## src/core/adcsq_pkg.sv

```systemverilog
// Package with the constants shared by the scan sequencer files.
package adcsq_pkg;

    // ------------------------------------------------------------------
    // Register offsets (byte addresses on APB)
    // ------------------------------------------------------------------
    localparam logic [7:0] ADDR_MODE_CTRL = 8'h00;
    localparam logic [7:0] ADDR_LIST_LOW = 8'h04;
    localparam logic [7:0] ADDR_LIST_HIGH = 8'h08;
    localparam logic [7:0] ADDR_STATUS = 8'h0c;
    localparam logic [7:0] ADDR_CONVERT = 8'h10;

    // ------------------------------------------------------------------
    // Control word fields
    // ------------------------------------------------------------------
    localparam int SEL_BIT = 15;
    localparam int MODE_LSB = 11;
    localparam int CHSEL_LSB = 7;
    localparam int AVG_BIT = 0;

    // ------------------------------------------------------------------
    // Scan mode codes
    // ------------------------------------------------------------------
    localparam logic [3:0] MODE_STD_EXT = 4'h4;
    localparam logic [3:0] MODE_UPPER_INT = 4'h5;
    localparam logic [3:0] MODE_UPPER_EXT = 4'h6;
    localparam logic [3:0] MODE_CUSTOM_INT = 4'h7;
    localparam logic [3:0] MODE_CUSTOM_EXT = 4'h8;

    // ------------------------------------------------------------------
    // Reset values and counts
    // ------------------------------------------------------------------
    localparam logic [3:0] RST_MODE = 4'h0;
    localparam logic [3:0] RST_CHSEL = 4'h0;
    localparam logic [7:0] RST_LIST = 8'h00;
    localparam int MAX_LIST_CONV = 16;
    localparam logic [4:0] CH16_COUNT = 5'h10;
    localparam logic [4:0] CH8_COUNT = 5'h08;

    typedef enum logic [1:0] {
        ADCSQ_IDLE,
        ADCSQ_SCAN,
        ADCSQ_DONE
    } adcsq_state_t;

endpackage

```

## src/core/adcsq_top.sv

```systemverilog
// Scan-mode decoder and ascending channel sequencer with an APB register file.
// ------------------------------------------------------------------
// ------------------------------------------------------------------
module adcsq_top (
    // Clock and reset
    input wire logic ref_clk,
    input wire logic rst_b,
    // APB slave
    input wire logic psel,
    input wire logic penable,
    input wire logic pwrite,
    input wire logic [7:0] paddr,
    input wire logic [31:0] pwdata,
    output logic [31:0] prdata,
    output logic pready,
    output logic pslverr,
    // Converter side
    input wire logic dev16,
    input wire logic conv_done,
    output logic conv_start,
    output logic [3:0] conv_chan,
    output logic use_ext_clk,
    output logic avg_on,
    output logic fifo_push,
    output logic scan_busy
);

    // ------------------------------------------------------------------
    // Registers and synchronisers
    // ------------------------------------------------------------------
    logic [3:0] mode_field;
    logic [3:0] channel_select_field;
    logic avg_req;
    logic [7:0] channel_list_low;
    logic [7:0] channel_list_high;
    logic [1:0] dev16_sync;
    logic [1:0] done_sync;
    logic done_prev;
    adcsq_pkg::adcsq_state_t state;
    logic [4:0] conv_count;
    logic [4:0] expect_count;
    logic [15:0] scan_mask;
    logic found;
    logic [3:0] pick_chan;
    logic first_pick;
    logic [3:0] pick_from;
    logic done_pulse;
    logic wr_en;
    logic start_req;

    assign done_pulse = done_sync[1] & ~done_prev;
    assign wr_en = psel & penable & pwrite;
    assign start_req = wr_en && paddr == adcsq_pkg::ADDR_CONVERT && pwdata[0];

    function automatic logic mapped(input logic [7:0] a);
        mapped = (a == adcsq_pkg::ADDR_MODE_CTRL) || (a == adcsq_pkg::ADDR_LIST_LOW)
            || (a == adcsq_pkg::ADDR_LIST_HIGH) || (a == adcsq_pkg::ADDR_STATUS)
            || (a == adcsq_pkg::ADDR_CONVERT);
    endfunction

    function automatic logic ext_mode(input logic [3:0] m);
        ext_mode = (m == adcsq_pkg::MODE_STD_EXT) || (m == adcsq_pkg::MODE_UPPER_EXT)
            || (m == adcsq_pkg::MODE_CUSTOM_EXT);
    endfunction

    // ------------------------------------------------------------------
    // Synchronisers for pins
    // ------------------------------------------------------------------
    always_ff @(posedge ref_clk or negedge rst_b) begin
        if (!rst_b) begin
            dev16_sync <= 2'b00;
            done_sync <= 2'b00;
            done_prev <= 1'b0;
        end else begin
            dev16_sync <= {dev16_sync[0], dev16};
            done_sync <= {done_sync[0], conv_done};
            done_prev <= done_sync[1];
        end
    end

    // ------------------------------------------------------------------
    // Mode control register
    // ------------------------------------------------------------------
    // Null codes and 0000 keep the previous mode; only the five scan codes load.
    always_ff @(posedge ref_clk or negedge rst_b) begin
        if (!rst_b) begin
            mode_field <= adcsq_pkg::RST_MODE;
            channel_select_field <= adcsq_pkg::RST_CHSEL;
            avg_req <= 1'b0;
        end else if (wr_en && paddr == adcsq_pkg::ADDR_MODE_CTRL
                     && !pwdata[adcsq_pkg::SEL_BIT]) begin
            if (pwdata[adcsq_pkg::MODE_LSB +: 4] >= adcsq_pkg::MODE_STD_EXT
                && pwdata[adcsq_pkg::MODE_LSB +: 4] <= adcsq_pkg::MODE_CUSTOM_EXT) begin
                mode_field <= pwdata[adcsq_pkg::MODE_LSB +: 4];
                channel_select_field <= pwdata[adcsq_pkg::CHSEL_LSB +: 4];
                avg_req <= pwdata[adcsq_pkg::AVG_BIT];
            end
        end
    end

    always_ff @(posedge ref_clk or negedge rst_b) begin
        if (!rst_b) begin
            channel_list_low <= adcsq_pkg::RST_LIST;
            channel_list_high <= adcsq_pkg::RST_LIST;
        end else if (wr_en && paddr == adcsq_pkg::ADDR_LIST_LOW) begin
            channel_list_low <= pwdata[7:0];
        end else if (wr_en && paddr == adcsq_pkg::ADDR_LIST_HIGH) begin
            channel_list_high <= pwdata[7:0];
        end
    end

    // ------------------------------------------------------------------
    // Channel set for the selected mode
    // ------------------------------------------------------------------
    // Eight-channel parts never see channels 8 to 15 in the upper and custom scans; the standard scan ignores dev16.
    always_comb begin
        scan_mask = 16'h0000;
        expect_count = 5'h00;
        case (mode_field)
            adcsq_pkg::MODE_STD_EXT: begin
                for (int i = 0; i < 16; i++) begin
                    scan_mask[i] = (i <= int'(channel_select_field));
                end
                expect_count = 5'(channel_select_field) + 5'h01;
            end
            adcsq_pkg::MODE_UPPER_INT, adcsq_pkg::MODE_UPPER_EXT: begin
                for (int i = 0; i < 16; i++) begin
                    scan_mask[i] = (i >= int'(channel_select_field));
                end
                if (dev16_sync[1]) begin
                    expect_count = adcsq_pkg::CH16_COUNT - 5'(channel_select_field);
                end else begin
                    scan_mask[15:8] = 8'h00;
                    expect_count = (channel_select_field < 4'h8)
                        ? adcsq_pkg::CH8_COUNT - 5'(channel_select_field) : 5'h00;
                end
            end
            adcsq_pkg::MODE_CUSTOM_INT, adcsq_pkg::MODE_CUSTOM_EXT: begin
                scan_mask = {channel_list_high, channel_list_low};
                if (!dev16_sync[1]) begin
                    scan_mask[15:8] = 8'h00;
                end
                expect_count = 5'(adcsq_pkg::MAX_LIST_CONV);
            end
            default: begin
                scan_mask = 16'h0000;
                expect_count = 5'h00;
            end
        endcase
    end

    assign pick_from = first_pick ? 4'h0 : conv_chan;

    adcsq_pick u_pick (
        .chan_mask(scan_mask),
        .from_chan(pick_from),
        .from_incl(first_pick),
        .found(found),
        .chan(pick_chan)
    );

    // ------------------------------------------------------------------
    // Sequencer
    // ------------------------------------------------------------------
    // A scan ends when the mask runs out or the conversion cap is reached.
    logic scan_launch;
    logic done_in_scan;
    logic more_left;
    logic issue_conv;

    assign scan_launch = (state == adcsq_pkg::ADCSQ_IDLE) && start_req && found;
    assign done_in_scan = (state == adcsq_pkg::ADCSQ_SCAN) && done_pulse;
    assign more_left = found && ((conv_count + 5'h01) < expect_count);
    assign issue_conv = scan_launch || (done_in_scan && more_left);

    always_ff @(posedge ref_clk or negedge rst_b) begin
        if (!rst_b) begin
            state <= adcsq_pkg::ADCSQ_IDLE;
        end else begin
            case (state)
                adcsq_pkg::ADCSQ_IDLE: begin
                    if (scan_launch) begin
                        state <= adcsq_pkg::ADCSQ_SCAN;
                    end
                end
                adcsq_pkg::ADCSQ_SCAN: begin
                    if (done_in_scan && !more_left) begin
                        state <= adcsq_pkg::ADCSQ_DONE;
                    end
                end
                adcsq_pkg::ADCSQ_DONE: begin
                    state <= adcsq_pkg::ADCSQ_IDLE;
                end
                default: begin
                    state <= adcsq_pkg::ADCSQ_IDLE;
                end
            endcase
        end
    end

    // The first pick may take channel 0; later picks look strictly above the last channel.
    always_ff @(posedge ref_clk or negedge rst_b) begin
        if (!rst_b) begin
            first_pick <= 1'b1;
        end else if (state == adcsq_pkg::ADCSQ_IDLE) begin
            first_pick <= !scan_launch;
        end
    end

    always_ff @(posedge ref_clk or negedge rst_b) begin
        if (!rst_b) begin
            conv_chan <= 4'h0;
        end else if (issue_conv) begin
            conv_chan <= pick_chan;
        end
    end

    // Start is a single-cycle pulse so the converter never sees one request twice.
    always_ff @(posedge ref_clk or negedge rst_b) begin
        if (!rst_b) begin
            conv_start <= 1'b0;
        end else begin
            conv_start <= issue_conv;
        end
    end

    always_ff @(posedge ref_clk or negedge rst_b) begin
        if (!rst_b) begin
            conv_count <= 5'h00;
        end else if (state == adcsq_pkg::ADCSQ_IDLE) begin
            conv_count <= 5'h00;
        end else if (done_in_scan) begin
            conv_count <= conv_count + 5'h01;
        end
    end

    // Serial-clock results leave on the link, so only internal scans fill the FIFO.
    always_ff @(posedge ref_clk or negedge rst_b) begin
        if (!rst_b) begin
            fifo_push <= 1'b0;
        end else begin
            fifo_push <= done_in_scan && !use_ext_clk;
        end
    end

    always_ff @(posedge ref_clk or negedge rst_b) begin
        if (!rst_b) begin
            scan_busy <= 1'b0;
        end else if (scan_launch) begin
            scan_busy <= 1'b1;
        end else if (state == adcsq_pkg::ADCSQ_DONE) begin
            scan_busy <= 1'b0;
        end
    end

    // Clock source and averaging follow the mode; external modes never average.
    always_ff @(posedge ref_clk or negedge rst_b) begin
        if (!rst_b) begin
            use_ext_clk <= 1'b0;
            avg_on <= 1'b0;
        end else begin
            use_ext_clk <= ext_mode(mode_field);
            avg_on <= avg_req && !ext_mode(mode_field)
                && mode_field != adcsq_pkg::RST_MODE;
        end
    end

    // ------------------------------------------------------------------
    // APB answer
    // ------------------------------------------------------------------
    always_ff @(posedge ref_clk or negedge rst_b) begin
        if (!rst_b) begin
            pready <= 1'b0;
            pslverr <= 1'b0;
            prdata <= 32'h0000_0000;
        end else begin
            pready <= psel & ~penable;
            pslverr <= psel & ~penable & ~mapped(paddr);
            prdata <= 32'h0000_0000;
            if (psel && !penable && !pwrite) begin
                case (paddr)
                    adcsq_pkg::ADDR_MODE_CTRL:
                        prdata <= {16'h0000, 1'b0, mode_field, channel_select_field, 6'h00,
                            avg_req};
                    adcsq_pkg::ADDR_LIST_LOW: prdata <= {24'h000000, channel_list_low};
                    adcsq_pkg::ADDR_LIST_HIGH: prdata <= {24'h000000, channel_list_high};
                    adcsq_pkg::ADDR_STATUS:
                        prdata <= {16'h0000, 3'h0, conv_count, conv_chan, 2'h0, avg_on, scan_busy};
                    default: prdata <= 32'h0000_0000;
                endcase
            end
        end
    end

endmodule // adcsq_top

```

## src/core/adcsq_pick.sv

```systemverilog
// Next-channel finder for ascending scans over a channel mask.
module adcsq_pick (
    // Inputs
    input wire logic [15:0] chan_mask,
    input wire logic [3:0] from_chan,
    input wire logic from_incl,
    // Result
    output logic found,
    output logic [3:0] chan
);

    always_comb begin
        found = 1'b0;
        chan = 4'h0;
        for (int i = 15; i >= 0; i--) begin
            if (chan_mask[i]
                && ((i > int'(from_chan)) || (from_incl && i == int'(from_chan)))) begin
                found = 1'b1;
                chan = 4'(i);
            end
        end
    end

endmodule // adcsq_pick

```

## config.mk

```make
export PLATFORM = sky130hd
export DESIGN_NAME = adcsq_top
export DESIGN_NICKNAME = d
export VERILOG_FILES = /design/src/core/adcsq_pkg.sv /design/src/core/adcsq_top.sv /design/src/core/adcsq_pick.sv
export SDC_FILE = /design/constraint.sdc
export NUM_CORES = 1
export LEC_CHECK = 0
export BUFFER_PORTS_ARGS = -buffer_cell sky130_fd_sc_hd__buf_4
export CAP_MARGIN = 30
export CORE_MARGIN = 3
export CORE_UTILIZATION = 45
export CTS_CLUSTER_SIZE = 24
export DETAILED_ROUTE_END_ITERATION = 7
export GPL_ROUTABILITY_DRIVEN = 0
export MAX_ROUTING_LAYER = met4
export PLACE_DENSITY = 0.74
export SLEW_MARGIN = 20
export SYNTH_ARGS = -nofsm -noshare
export SYNTH_HDL_FRONTEND = slang
export SYNTH_SLANG_ARGS = --single-unit
export TNS_END_PERCENT = 50
```

## constraint.sdc

```tcl
create_clock -name ref_clk -period 2.9 [get_ports ref_clk]
set_input_delay 0 -clock ref_clk [delete_from_list [all_inputs] [get_ports ref_clk]]
set_output_delay 0 -clock ref_clk [all_outputs]
set_load 0.02 [all_outputs]
```

==> results of run 1 <==
[metal layers]
metal	GRT usage, %	part of all wire [%]
met5	-	0
met4	6.95	1.8
met2	36.7	50
met1	29.7	40
met3	5.85	8.1
[cells by family after synthesis]
kind of cell	synth area share [%]
fa+ha+maj	2.75
compound gates	21.0
buf+inv	7.61
simple gates	19.6
other cells	0.0916
flops	39.1
xor+xnor	1.04
mux	8.80
[layout make-up]
type,count,share of cell area (%)
multi-input combinational,335,43.6
sequential,64,29.5
timing repair buffer,129,19.4
tap,108,2.48
clock buffer,9,2.28
clock inverter,7,1.75
inverter,15,1.03
[worst paths after layout]
| check | cells past startpoint | startpoint | to | slack (ns) |
|---|---|---|---|---|
| hold / removal | 3 | paddr[3] | prdata[4] | 0.06 |
| min in group asynchronous | 2 | rst_b | conv_chan[2] | 0.25 |
| setup / recovery | 13 | channel_select_field[0] | conv_chan[1] | 0.01 |
| max in group asynchronous | 2 | rst_b | conv_count[4] | 2.10 |
| setup reg to reg | 13 | channel_select_field[0] | conv_chan[1] | 0.01 |
| hold reg to reg | 0 | dev16_sync[0] | dev16_sync[1] | 0.35 |
[per-stage QoR]
stage                TNS [ns]  hold slack, ns  cells
floorplan              -0.180          -0.296    459
global placement    -0.000698           0.110    623
detailed placement     -0.345           0.110    623
CTS                         0          0.0398    664
global route           -0.650          0.0598    667
finish                      0          0.0642    667
[critical path, delay by kind of cell, from the launching register on]
family	cells	cell delay (ns)
AOI/OAI and AO/OA	7	1.23
buffers and inverters	1	0.06
adders and majority gates	2	0.39
DFF	1	0.44
and+or+nand+nor	3	0.68
[power breakdown]
| group | total [uW] | internal, uW | switching [uW] | leakage, uW |
|---|---|---|---|---|
| clock network | 851 | 485 | 367 | 0.000110 |
| logic | 172 | 76.3 | 95.7 | 0.00149 |
| registers | 918 | 906 | 11.6 | 0.000875 |
[what timing repair did]
action                     CTS  global route
buffers inserted             0             2
hold buffers                25             0
resized for setup            4            31
setup endpoints to repair    5             9
hold endpoints to repair    96             0
pin swaps                    2             4
cloned                       0             1
[registers in the layout (all words and copies together) (netlist names), 4 cells and up]
signal / cells
conv_chan: 4
conv_count: 5
channel_list_low: 8
mode_field: 4
channel_list_high: 8
prdata: 15
channel_select_field: 4
[cells in the final DEF (no fill, tap or decap), types with 11 or more instances in the layout]
master	synthesis	final
sky130_fd_sc_hd__a21oi_1	12	11
sky130_fd_sc_hd__conb_1	1	17
sky130_fd_sc_hd__nand2_1	33	33
sky130_fd_sc_hd__dfrtp_1	63	63
sky130_fd_sc_hd__nand3_1	18	18
sky130_fd_sc_hd__o211ai_1	18	18
sky130_fd_sc_hd__nor2_1	43	43
sky130_fd_sc_hd__mux2_2	28	28
sky130_fd_sc_hd__a22oi_1	12	11
sky130_fd_sc_hd__inv_1	15	13
sky130_fd_sc_hd__buf_4	18	100
sky130_fd_sc_hd__o21ai_0	28	22
sky130_fd_sc_hd__dlygate4sd3_1	0	25
==> results.txt, run 1 <==
----------------------------------------------------
[Die]
  Die Area ... roughly 10,000 um2
  Area of the placeable core ... 8760 um2
  # IOs ... 90
  Number of rows created at floorplan ... 34
  Starting density of the core ... ~47%
  Height of the die ... 101 um
  Overall die width ... 101 um

[Finish]
  Filler cells ... 687
  Relative area change from synthesis to final layout ... 32.9%
  NumNets Final ... 610
  Share of post-route cells with drive strength above 1 ... 33.3%
  Flip-flop and latch area ... 1600 um2
  Util after Layout ... 62.1%
  Area used by multi-input combinational logic ... 2370 um2
  Final instance area ... 5440 um2
  Antenna diodes ... 0

[Logic synthesis]
  Number of cells produced by synthesis ... 443
  Number of register bits inferred by synthesis ... 64
  Synth cell types ... 67
  Post-synth top flop ... sky130_fd_sc_hd__dfrtp_1
  Post-synthesis instance area ... 4100 um2
  Most frequently used cell type in the post-synthesis netlist ... sky130_fd_sc_hd__dfrtp_1
  Share of the yosys chip area belonging to registers ... about two fifths
  Number of synthesis warnings ... 0
  Area fraction of the dominant cell type after synthesis ... 38.5%
  Synth top cells by count ... sky130_fd_sc_hd__dfrtp_1, sky130_fd_sc_hd__nor2_1, sky130_fd_sc_hd__nand2_1
  Proportion of register bits with asynchronous set or reset after synthesis ... 100%
  Cell type contributing the most total cell area after synthesis ... sky130_fd_sc_hd__dfrtp_1
  EDFF count, synth ... 0
  Largest cells by area after synthesis ... sky130_fd_sc_hd__dfrtp_1, sky130_fd_sc_hd__mux2_2, sky130_fd_sc_hd__nor2_1, sky130_fd_sc_hd__o21ai_0, sky130_fd_sc_hd__buf_4
  Synthesized area divided by synthesized cell count ... 9.24 um2

[Routing]
  Drt total wl ... 11.9 mm
  Post-DR vias/cell ... a little under 6
  Routed wirelength normalized by instance count ... 17.8 um
  Number of DRC violations after detailed-routing iteration 0 ... 330
  Number of iterations in the first detailed-routing pass ... 5
  Count of antenna-violating nets left after detailed routing ... 0
  Vias after detailed routing ... a little under 4k
  Drc violations ... 0

[Timing]
  Maximum clock skew at final layout ... 0.00790 ns
  Pins Over Slew Limit ... 0
  Setup repair after global routing missed its margin ... true
  Measured slew at the worst slew-check pin ... 0.790 ns
  Max-slew headroom at the worst pin ... approximately 47%
  Final WS setup ... 0.0129 ns
  Count of final setup violators ... 0
  Final-report hold violation count ... 0
  Final cycle utilization of the critical path ... 99.6%
  FMAX ... 346 MHz
  Crit path time final ... 2.89 ns

[Global routing]
  Initial antenna violation count ... 0
  Global-route wire length before repair ... 18.3 mm
  Total routing usage reported by global routing ... a little under a quarter
  Residual overflow from global routing ... 0
  Pin count of the biggest net entering global routing ... between 60 and 70
  Vias in the first global route ... 3,681

[CTS]
  Root cell of the clock tree ... sky130_fd_sc_hd__clkbuf_8
  Clock Path Buffers ... 2
  Clk sink count ... 64
  TritonCTS clock tree ... yes
  # H-tree levels ... 3
  Latest clock arrival within the worst-skew pair ... 0.35 ns
  CTS buffer count ... 9
  Clock transition time at the flip-flop clock pins of the worst setup and hold paths ... 0.07 ns

[Place]
  Count of buffers inserted at the top-level ports ... 56
  Placed wire-length estimate after detailed placement ... 8.46 mm
  Post-place setup slack ... -0.0874 ns
  Post-placement cell area ... around 4800 um2

[Worst setup path]
  Worst path slowest cell ... sky130_fd_sc_hd__dfrtp_1
  CP Cell Sequence ... inv_2 > ha_2 > nor3_4 > o311ai_4 > o221ai_2 > o21ai_1 > ha_2 > or3_4 > a2111o_1 > nand2_1 > a21o_1 > o21ai_4 > o41ai_2
  Maximum single-stage delay on the critical path ... 0.44 ns
  Dominant cell type by count on the critical path ... sky130_fd_sc_hd__ha_2
  Critical path launch point type ... flip-flop
  Crit path kind ... reg -> reg
  Critical path peak fanout ... 5
  Required @ worst endpoint ... ~3.2 ns
  Endpoint type of the worst setup path ... flip-flop
  Data arrival, critical path ... around 3.1 ns

[Pwr]
  Power density cells ... 357 nW/um2
  Power after layout ... 1940 uW
  Peak supply drop ... 0.352 mV
  Leak ... 0.00247 uW

[Status]
  Outcome ... complete, no violations

[Min path]
  Worst Hold Class ... in -> reg

[Flow run]
  Max_cap viols ... 0

----------------------------------------------------
Note: power is estimated with default switching activity, not from simulation.
==> inputs of run 2 (changes only) <==
--- a/config.mk
+++ b/config.mk
@@ -5,15 +5,15 @@
 export SDC_FILE = /design/constraint.sdc
 export NUM_CORES = 1
 export LEC_CHECK = 0
-export BUFFER_PORTS_ARGS = -buffer_cell sky130_fd_sc_hd__buf_4
 export CAP_MARGIN = 30
 export CORE_MARGIN = 3
 export CORE_UTILIZATION = 45
-export CTS_CLUSTER_SIZE = 24
+export CTS_CLUSTER_SIZE = 8
 export DETAILED_ROUTE_END_ITERATION = 7
+export DONT_BUFFER_PORTS = 1
 export GPL_ROUTABILITY_DRIVEN = 0
 export MAX_ROUTING_LAYER = met4
-export PLACE_DENSITY = 0.74
+export PLACE_DENSITY = 0.65
 export SLEW_MARGIN = 20
 export SYNTH_ARGS = -nofsm -noshare
 export SYNTH_HDL_FRONTEND = slang
==> results.txt, run 2 (synthesis gave the netlist of run 1 again) <==
----------------------------------------------------
[Place]
  Number of placed instances, taps included ... 568
  Placed wire-length estimate after detailed placement ... 8.46 mm
  Post-placement cell area ... 4420 um2
  Post-place setup slack ... -0.105 ns
  Count of buffers inserted at the top-level ports ... 0

[Timing]
  Max-slew headroom at the worst pin ... 46.6%
  Total negative slack for setup checks ... -0.0278 ns
  Final-report hold violation count ... 0
  Hold WS ... 0.0343 ns
  Crit path time final ... 2.93 ns
  Pins Over Slew Limit ... 0
  Final WS setup ... -0.0278 ns
  Final cycle utilization of the critical path ... 101%
  Measured slew at the worst slew-check pin ... 0.794 ns
  Setup repair after global routing missed its margin ... true
  Maximum clock skew at final layout ... 0.00943 ns
  Count of final setup violators ... 1
  FMAX ... 342 MHz

[Pwr]
  Power density cells ... around 370 nW/um2
  Leak ... 0.00221 uW
  Peak supply drop ... approximately 0.36 mV

[Routing]
  Routed wirelength normalized by instance count ... 18.9 um
  Drc violations ... 0
  Number of DRC violations after detailed-routing iteration 0 ... 240
  Number of iterations in the first detailed-routing pass ... 5
  Vias after detailed routing ... about 3.7k
  Post-DR vias/cell ... 5.98
  Drt total wl ... about 12 mm
  Count of antenna-violating nets left after detailed routing ... 0

[Worst setup path]
  Worst path slowest cell ... sky130_fd_sc_hd__or4b_4
  Required @ worst endpoint ... 3.14 ns
  R2R cell count ... 11
  Endpoint type of the worst setup path ... flip-flop
  Worst setup endpoint ... conv_chan[1]
  Crit path kind ... reg -> reg
  Reg-to-reg critical path endpoint ... conv_chan[1]
  Slack of the worst reg-to-reg path ... -0.03 ns
  CP Cell Sequence ... or4b_4 > buf_6 > o221ai_1 > o21ai_1 > ha_1 > or3_4 > a2111o_1 > nand2_2 > a21o_4 > o21ai_4 > o41ai_2
  Critical path peak fanout ... 5
  Critical path launch point type ... flip-flop
  Reg2reg start ... mode_field[1]
  Crit path from ... mode_field[1]
  Data arrival, critical path ... 3.17 ns
  Maximum single-stage delay on the critical path ... 0.54 ns

[Global routing]
  Residual overflow from global routing ... 0
  Global-route wire length before repair ... 18.0 mm
  Vias in the first global route ... 3,536
  Total routing usage reported by global routing ... approximately a quarter
  Initial antenna violation count ... 0
  Pin count of the biggest net entering global routing ... 65

[Status]
  Failing checks ... setup timing
  Outcome ... complete, but fails checks

[Min path]
  Worst Hold Class ... in -> reg

[Finish]
  Max reg flops ... 15
  Largest register by flop count ... prdata
  Registers with the most flip-flops ... prdata x15, channel_list_high x8, channel_list_low x8
  Filler cells ... ~760
  Commonest non-fill, non-tap cells in the layout ... sky130_fd_sc_hd__dfrtp_1, sky130_fd_sc_hd__buf_4, sky130_fd_sc_hd__nor2_1, sky130_fd_sc_hd__nand2_1, sky130_fd_sc_hd__mux2_2
  Share of post-route cells with drive strength above 1 ... approximately a quarter
  Final Non-Filler Cells ... 613
  Relative area change from synthesis to final layout ... 22.0%
  Most common library cell in the layout ignoring fill and taps ... sky130_fd_sc_hd__dfrtp_1
  NumNets Final ... 558
  Final instance area ... 5000 um2
  Antenna diodes ... 0

[Die]
  Height of the die ... 101 um
  Number of rows created at floorplan ... 34
  Die Area ... 10,300 um2
  # IOs ... 90
  Area of the placeable core ... 8760 um2
  Overall die width ... between 100 and 150 um
  Starting density of the core ... 46.7%

[CTS]
  TritonCTS clock tree ... yes
  Clock Path Buffers ... 2
  CTS buffer count ... 9
  Clk sink count ... between 60 and 70
  Root cell of the clock tree ... sky130_fd_sc_hd__clkbuf_8
  Clock transition time at the flip-flop clock pins of the worst setup and hold paths ... approximately 0.070 ns
  # H-tree levels ... 3
  Latest clock arrival within the worst-skew pair ... 0.34 ns

[Flow run]
  Max_cap viols ... 0

----------------------------------------------------
## run 2: routing by layer
layer	vias up	share of wire, %	GRT usage (%)
met5	-	0	-
met4	0	3.6	9.30
met3	41	6.5	5.72
met2	178	47	34.0
met1	1737	43	31.1
li1	1712	-	-
## run 2: worst max-delay path, delay by kind of cell, from the launching register on
family                     cells  cell delay, ns
and+or+nand+nor                3            1.00
buffers and inverters          1            0.15
AOI/OAI and AO/OA              6            1.06
DFF                            1            0.39
adders and majority gates      1            0.21
## run 2: worst min-delay path by stage
| stage | startpoint | cells past startpoint | to | slack [ns] |
|---|---|---|---|---|
| 2_1_floorplan | rst_b | 0 | avg_on | -0.30 |
| 3_3_place_gp | rst_b | 0 | conv_start | -0.29 |
| 3_5_place_dp | rst_b | 0 | conv_start | -0.29 |
| 4_1_cts | paddr[3] | 2 | prdata[7] | 0.008 |
| 5_1_grt | paddr[2] | 2 | prdata[0] | 0.03 |
| 6_report | paddr[2] | 2 | prdata[0] | 0.03 |
## run 2: final cells by class
cell class / count / area [um2] / share of cell area [%]
tap: 108 / 135 / 2.70
timing repair buffer: 77 / 694 / 13.9
sequential: 64 / 1600 / 32.1
multi-input combinational: 335 / 2310 / 46.3
clock inverter: 3 / 42.5 / 0.851
clock buffer: 11 / 151 / 3.03
inverter: 15 / 56.3 / 1.13
## run 2: what timing repair did
item,4_1_cts,5_1_grt
setup endpoints to repair,5,9
gates cloned,0,1
gates resized for setup,6,10
setup buffers,0,2
endpoints found under the hold margin,109,1
hold buffers,27,1
pin swaps,1,3
## run 2: where the power goes
part           switching (uW)  internal (uW)  leakage [uW]
clock network             341            433     0.0000973
registers                18.9            907      0.000875
logic                    76.3           50.1       0.00123
total                     436           1390       0.00221
## run 2: metrics by stage
step | util, % | power [uW]
6_report | 57.0 | 1830
5_1_grt | 57.0 | 1890
4_1_cts | 56.1 | 1840
3_5_place_dp | 50.4 | 1010
3_3_place_gp | 50.4 | 1010
2_1_floorplan | - | 1010
==> inputs of run 3 (changes only) <==
--- a/config.mk
+++ b/config.mk
@@ -8,12 +8,13 @@
 export CAP_MARGIN = 30
 export CORE_MARGIN = 3
 export CORE_UTILIZATION = 45
+export CTS_BUF_LIST = sky130_fd_sc_hd__clkbuf_16
 export CTS_CLUSTER_SIZE = 8
 export DETAILED_ROUTE_END_ITERATION = 7
 export DONT_BUFFER_PORTS = 1
 export GPL_ROUTABILITY_DRIVEN = 0
 export MAX_ROUTING_LAYER = met4
-export PLACE_DENSITY = 0.65
+export PLACE_DENSITY = 0.63
 export SLEW_MARGIN = 20
 export SYNTH_ARGS = -nofsm -noshare
 export SYNTH_HDL_FRONTEND = slang
==> constraint.sdc (replaced) <==
create_clock -name ref_clk -period 3.15 [get_ports ref_clk]
set_input_delay 0 -clock ref_clk [delete_from_list [all_inputs] [get_ports ref_clk]]
set_output_delay 0 -clock ref_clk [all_outputs]
set_load 0.02 [all_outputs]
==> results.txt, run 3 (synthesis gave the netlist of run 1 again) <==
----------------------------------------------------
[Worst setup path]
  Endpoint type of the worst setup path ... flip-flop
  Crit path kind ... reg -> reg
  Critical path peak fanout ... 5
  Required @ worst endpoint ... 3.37 ns
  Critical path launch point type ... flip-flop
  Data arrival, critical path ... between 3 and 4 ns

[Timing]
  Crit path time final ... 3.13 ns
  Final-report hold violation count ... 0
  Pins Over Slew Limit ... 0
  Maximum clock skew at final layout ... 0.00649 ns
  Total negative slack for setup checks ... 0 ns
  Count of final setup violators ... 0
  Final cycle utilization of the critical path ... between 90 and 100%
  FMAX ... between 300 and 400 MHz
  Hold WS ... 0.00401 ns
  Max-slew headroom at the worst pin ... a little over half
  Final WS setup ... 0.0156 ns
  Setup repair after global routing missed its margin ... true
  Measured slew at the worst slew-check pin ... ~0.7 ns

[Global routing]
  Pin count of the biggest net entering global routing ... 65
  Met3 GRT Util ... 5.03%
  Total routing usage reported by global routing ... 23.8%
  Global routing's busiest layer ... met2
  Initial antenna violation count ... 0
  Global-route met1 utilization ... a little under a third
  Vias in the first global route ... 3,606
  Residual overflow from global routing ... 0
  Global-route wire length before repair ... 18.5 mm
  Routing usage on met2 ... 36.2%

[Die]
  Starting density of the core ... 46.7%
  Die Area ... 10,300 um2
  Area of the placeable core ... 8760 um2
  Number of rows created at floorplan ... 34
  Overall die width ... 101 um
  Height of the die ... between 100 and 150 um
  # IOs ... 90

[CTS]
  Latest clock arrival within the worst-skew pair ... 0.33 ns
  Clock Path Buffers ... 2
  CTS buffer count ... 9
  TritonCTS clock tree ... yes
  Clk sink count ... 64
  Root cell of the clock tree ... sky130_fd_sc_hd__clkbuf_16
  # H-tree levels ... 3
  Clock transition time at the flip-flop clock pins of the worst setup and hold paths ... 0.05 ns

[Pwr]
  Peak supply drop ... 0.307 mV
  Power density cells ... 373 nW/um2
  Leak ... 0.00217 uW

[Place]
  Count of buffers inserted at the top-level ports ... 0
  Post-place setup slack ... -0.0835 ns
  Placed wire-length estimate after detailed placement ... between 8 and 9 mm
  Number of placed instances, taps included ... 556

[Status]
  Outcome ... complete, no violations

[Routing]
  Number of DRC violations after detailed-routing iteration 0 ... 334
  Drc violations ... 0
  Routed wirelength normalized by instance count ... approximately 19 um
  Count of antenna-violating nets left after detailed routing ... 0
  Drt total wl ... 11.7 mm
  Number of iterations in the first detailed-routing pass ... 5
  Vias after detailed routing ... between 3k and 4k
  Post-DR vias/cell ... 6.08

[Finish]
  Commonest non-fill, non-tap cells in the layout ... sky130_fd_sc_hd__dfrtp_1, sky130_fd_sc_hd__nor2_1, sky130_fd_sc_hd__buf_4, sky130_fd_sc_hd__nand2_1, sky130_fd_sc_hd__mux2_2
  Most common library cell in the layout ignoring fill and taps ... sky130_fd_sc_hd__dfrtp_1
  Relative area change from synthesis to final layout ... 20.0%
  Share of post-route cells with drive strength above 1 ... 21.5%
  Registers with the most flip-flops ... prdata x15, channel_list_high x8, channel_list_low x8
  Final Non-Filler Cells ... 602
  Antenna diodes ... 0
  Max reg flops ... 15
  Util after Layout ... 56.1%
  NumNets Final ... roughly 550
  Largest register by flop count ... prdata

[Flow run]
  Max_cap viols ... 0

[Min path]
  Worst Hold Class ... in -> reg

----------------------------------------------------
==> run 3: worst max-delay path: stages, from the launching register on <==
cell	delay (ns)
sky130_fd_sc_hd__dfrtp_2	0.45
sky130_fd_sc_hd__or4b_4	0.52
sky130_fd_sc_hd__o31ai_2	0.22
sky130_fd_sc_hd__a22oi_1	0.09
sky130_fd_sc_hd__o32ai_1	0.14
sky130_fd_sc_hd__a21oi_1	0.10
sky130_fd_sc_hd__ha_2	0.19
sky130_fd_sc_hd__or3_4	0.32
sky130_fd_sc_hd__a2111o_1	0.30
sky130_fd_sc_hd__nand2_1	0.08
sky130_fd_sc_hd__a21o_1	0.21
sky130_fd_sc_hd__o21ai_4	0.10
sky130_fd_sc_hd__o41ai_2	0.31
==> run 3: cell type report <==
type	instances	area [um2]
clock buffers	9	225
fillers	765	3850
clock inverters	7	31.3
repair buffers	64	563
multi-input cells	335	2300
well taps	108	135
flip-flops and latches	64	1600
inverters	15	56.3
==> run 3: final timing paths <==
| path | start | endpoint | slack, ns | depth (start not counted) |
|---|---|---|---|---|
| worst min-delay path | paddr[2] | prdata[6] | 0.004 | 3 |
| max in group asynchronous | rst_b | first_pick | 2.59 | 2 |
| worst max-delay path | mode_field[1] | conv_chan[1] | 0.02 | 12 |
| worst max register to register | mode_field[1] | conv_chan[1] | 0.02 | 12 |
| min in group asynchronous | rst_b | conv_chan[3] | 0.22 | 2 |
| worst min register to register | done_sync[0] | done_sync[1] | 0.35 | 0 |
==> run 3: repair_timing <==
item                                    CTS  global route
setup buffers                             1             2
hold buffers                             26             0
resized for setup                         2            13
hold endpoints to repair                104             0
pin swaps                                 4             7
gates cloned                              1             0
endpoints found under the setup margin    2             8
==> run 3: per-stage QoR <==
| step | cell area, um2 | power, uW |
|---|---|---|
| final | 4910 | 1830 |
| after global routing | 4910 | 1890 |
| after CTS | 4860 | 1840 |
| after detailed placement | 4300 | 929 |
| after global placement | 4300 | 928 |
| after floorplan | 4160 | 933 |
==> run 3: layer usage <==
| metal | part of all wire [%] | wire length, um |
|---|---|---|
| met4 | 1.7 | 194 |
| met3 | 6.3 | 731 |
| met1 | 44 | 5190 |
| met5 | 0 | 0 |
| met2 | 48 | 5570 |
==> run 3: report_power, final <==
part / total, uW / switching, uW / internal, uW
Sequential: 853 / 17.3 / 836
Combinational: 113 / 68.8 / 44.6
Clock: 868 / 351 / 516
Total: 1830 / 437 / 1400
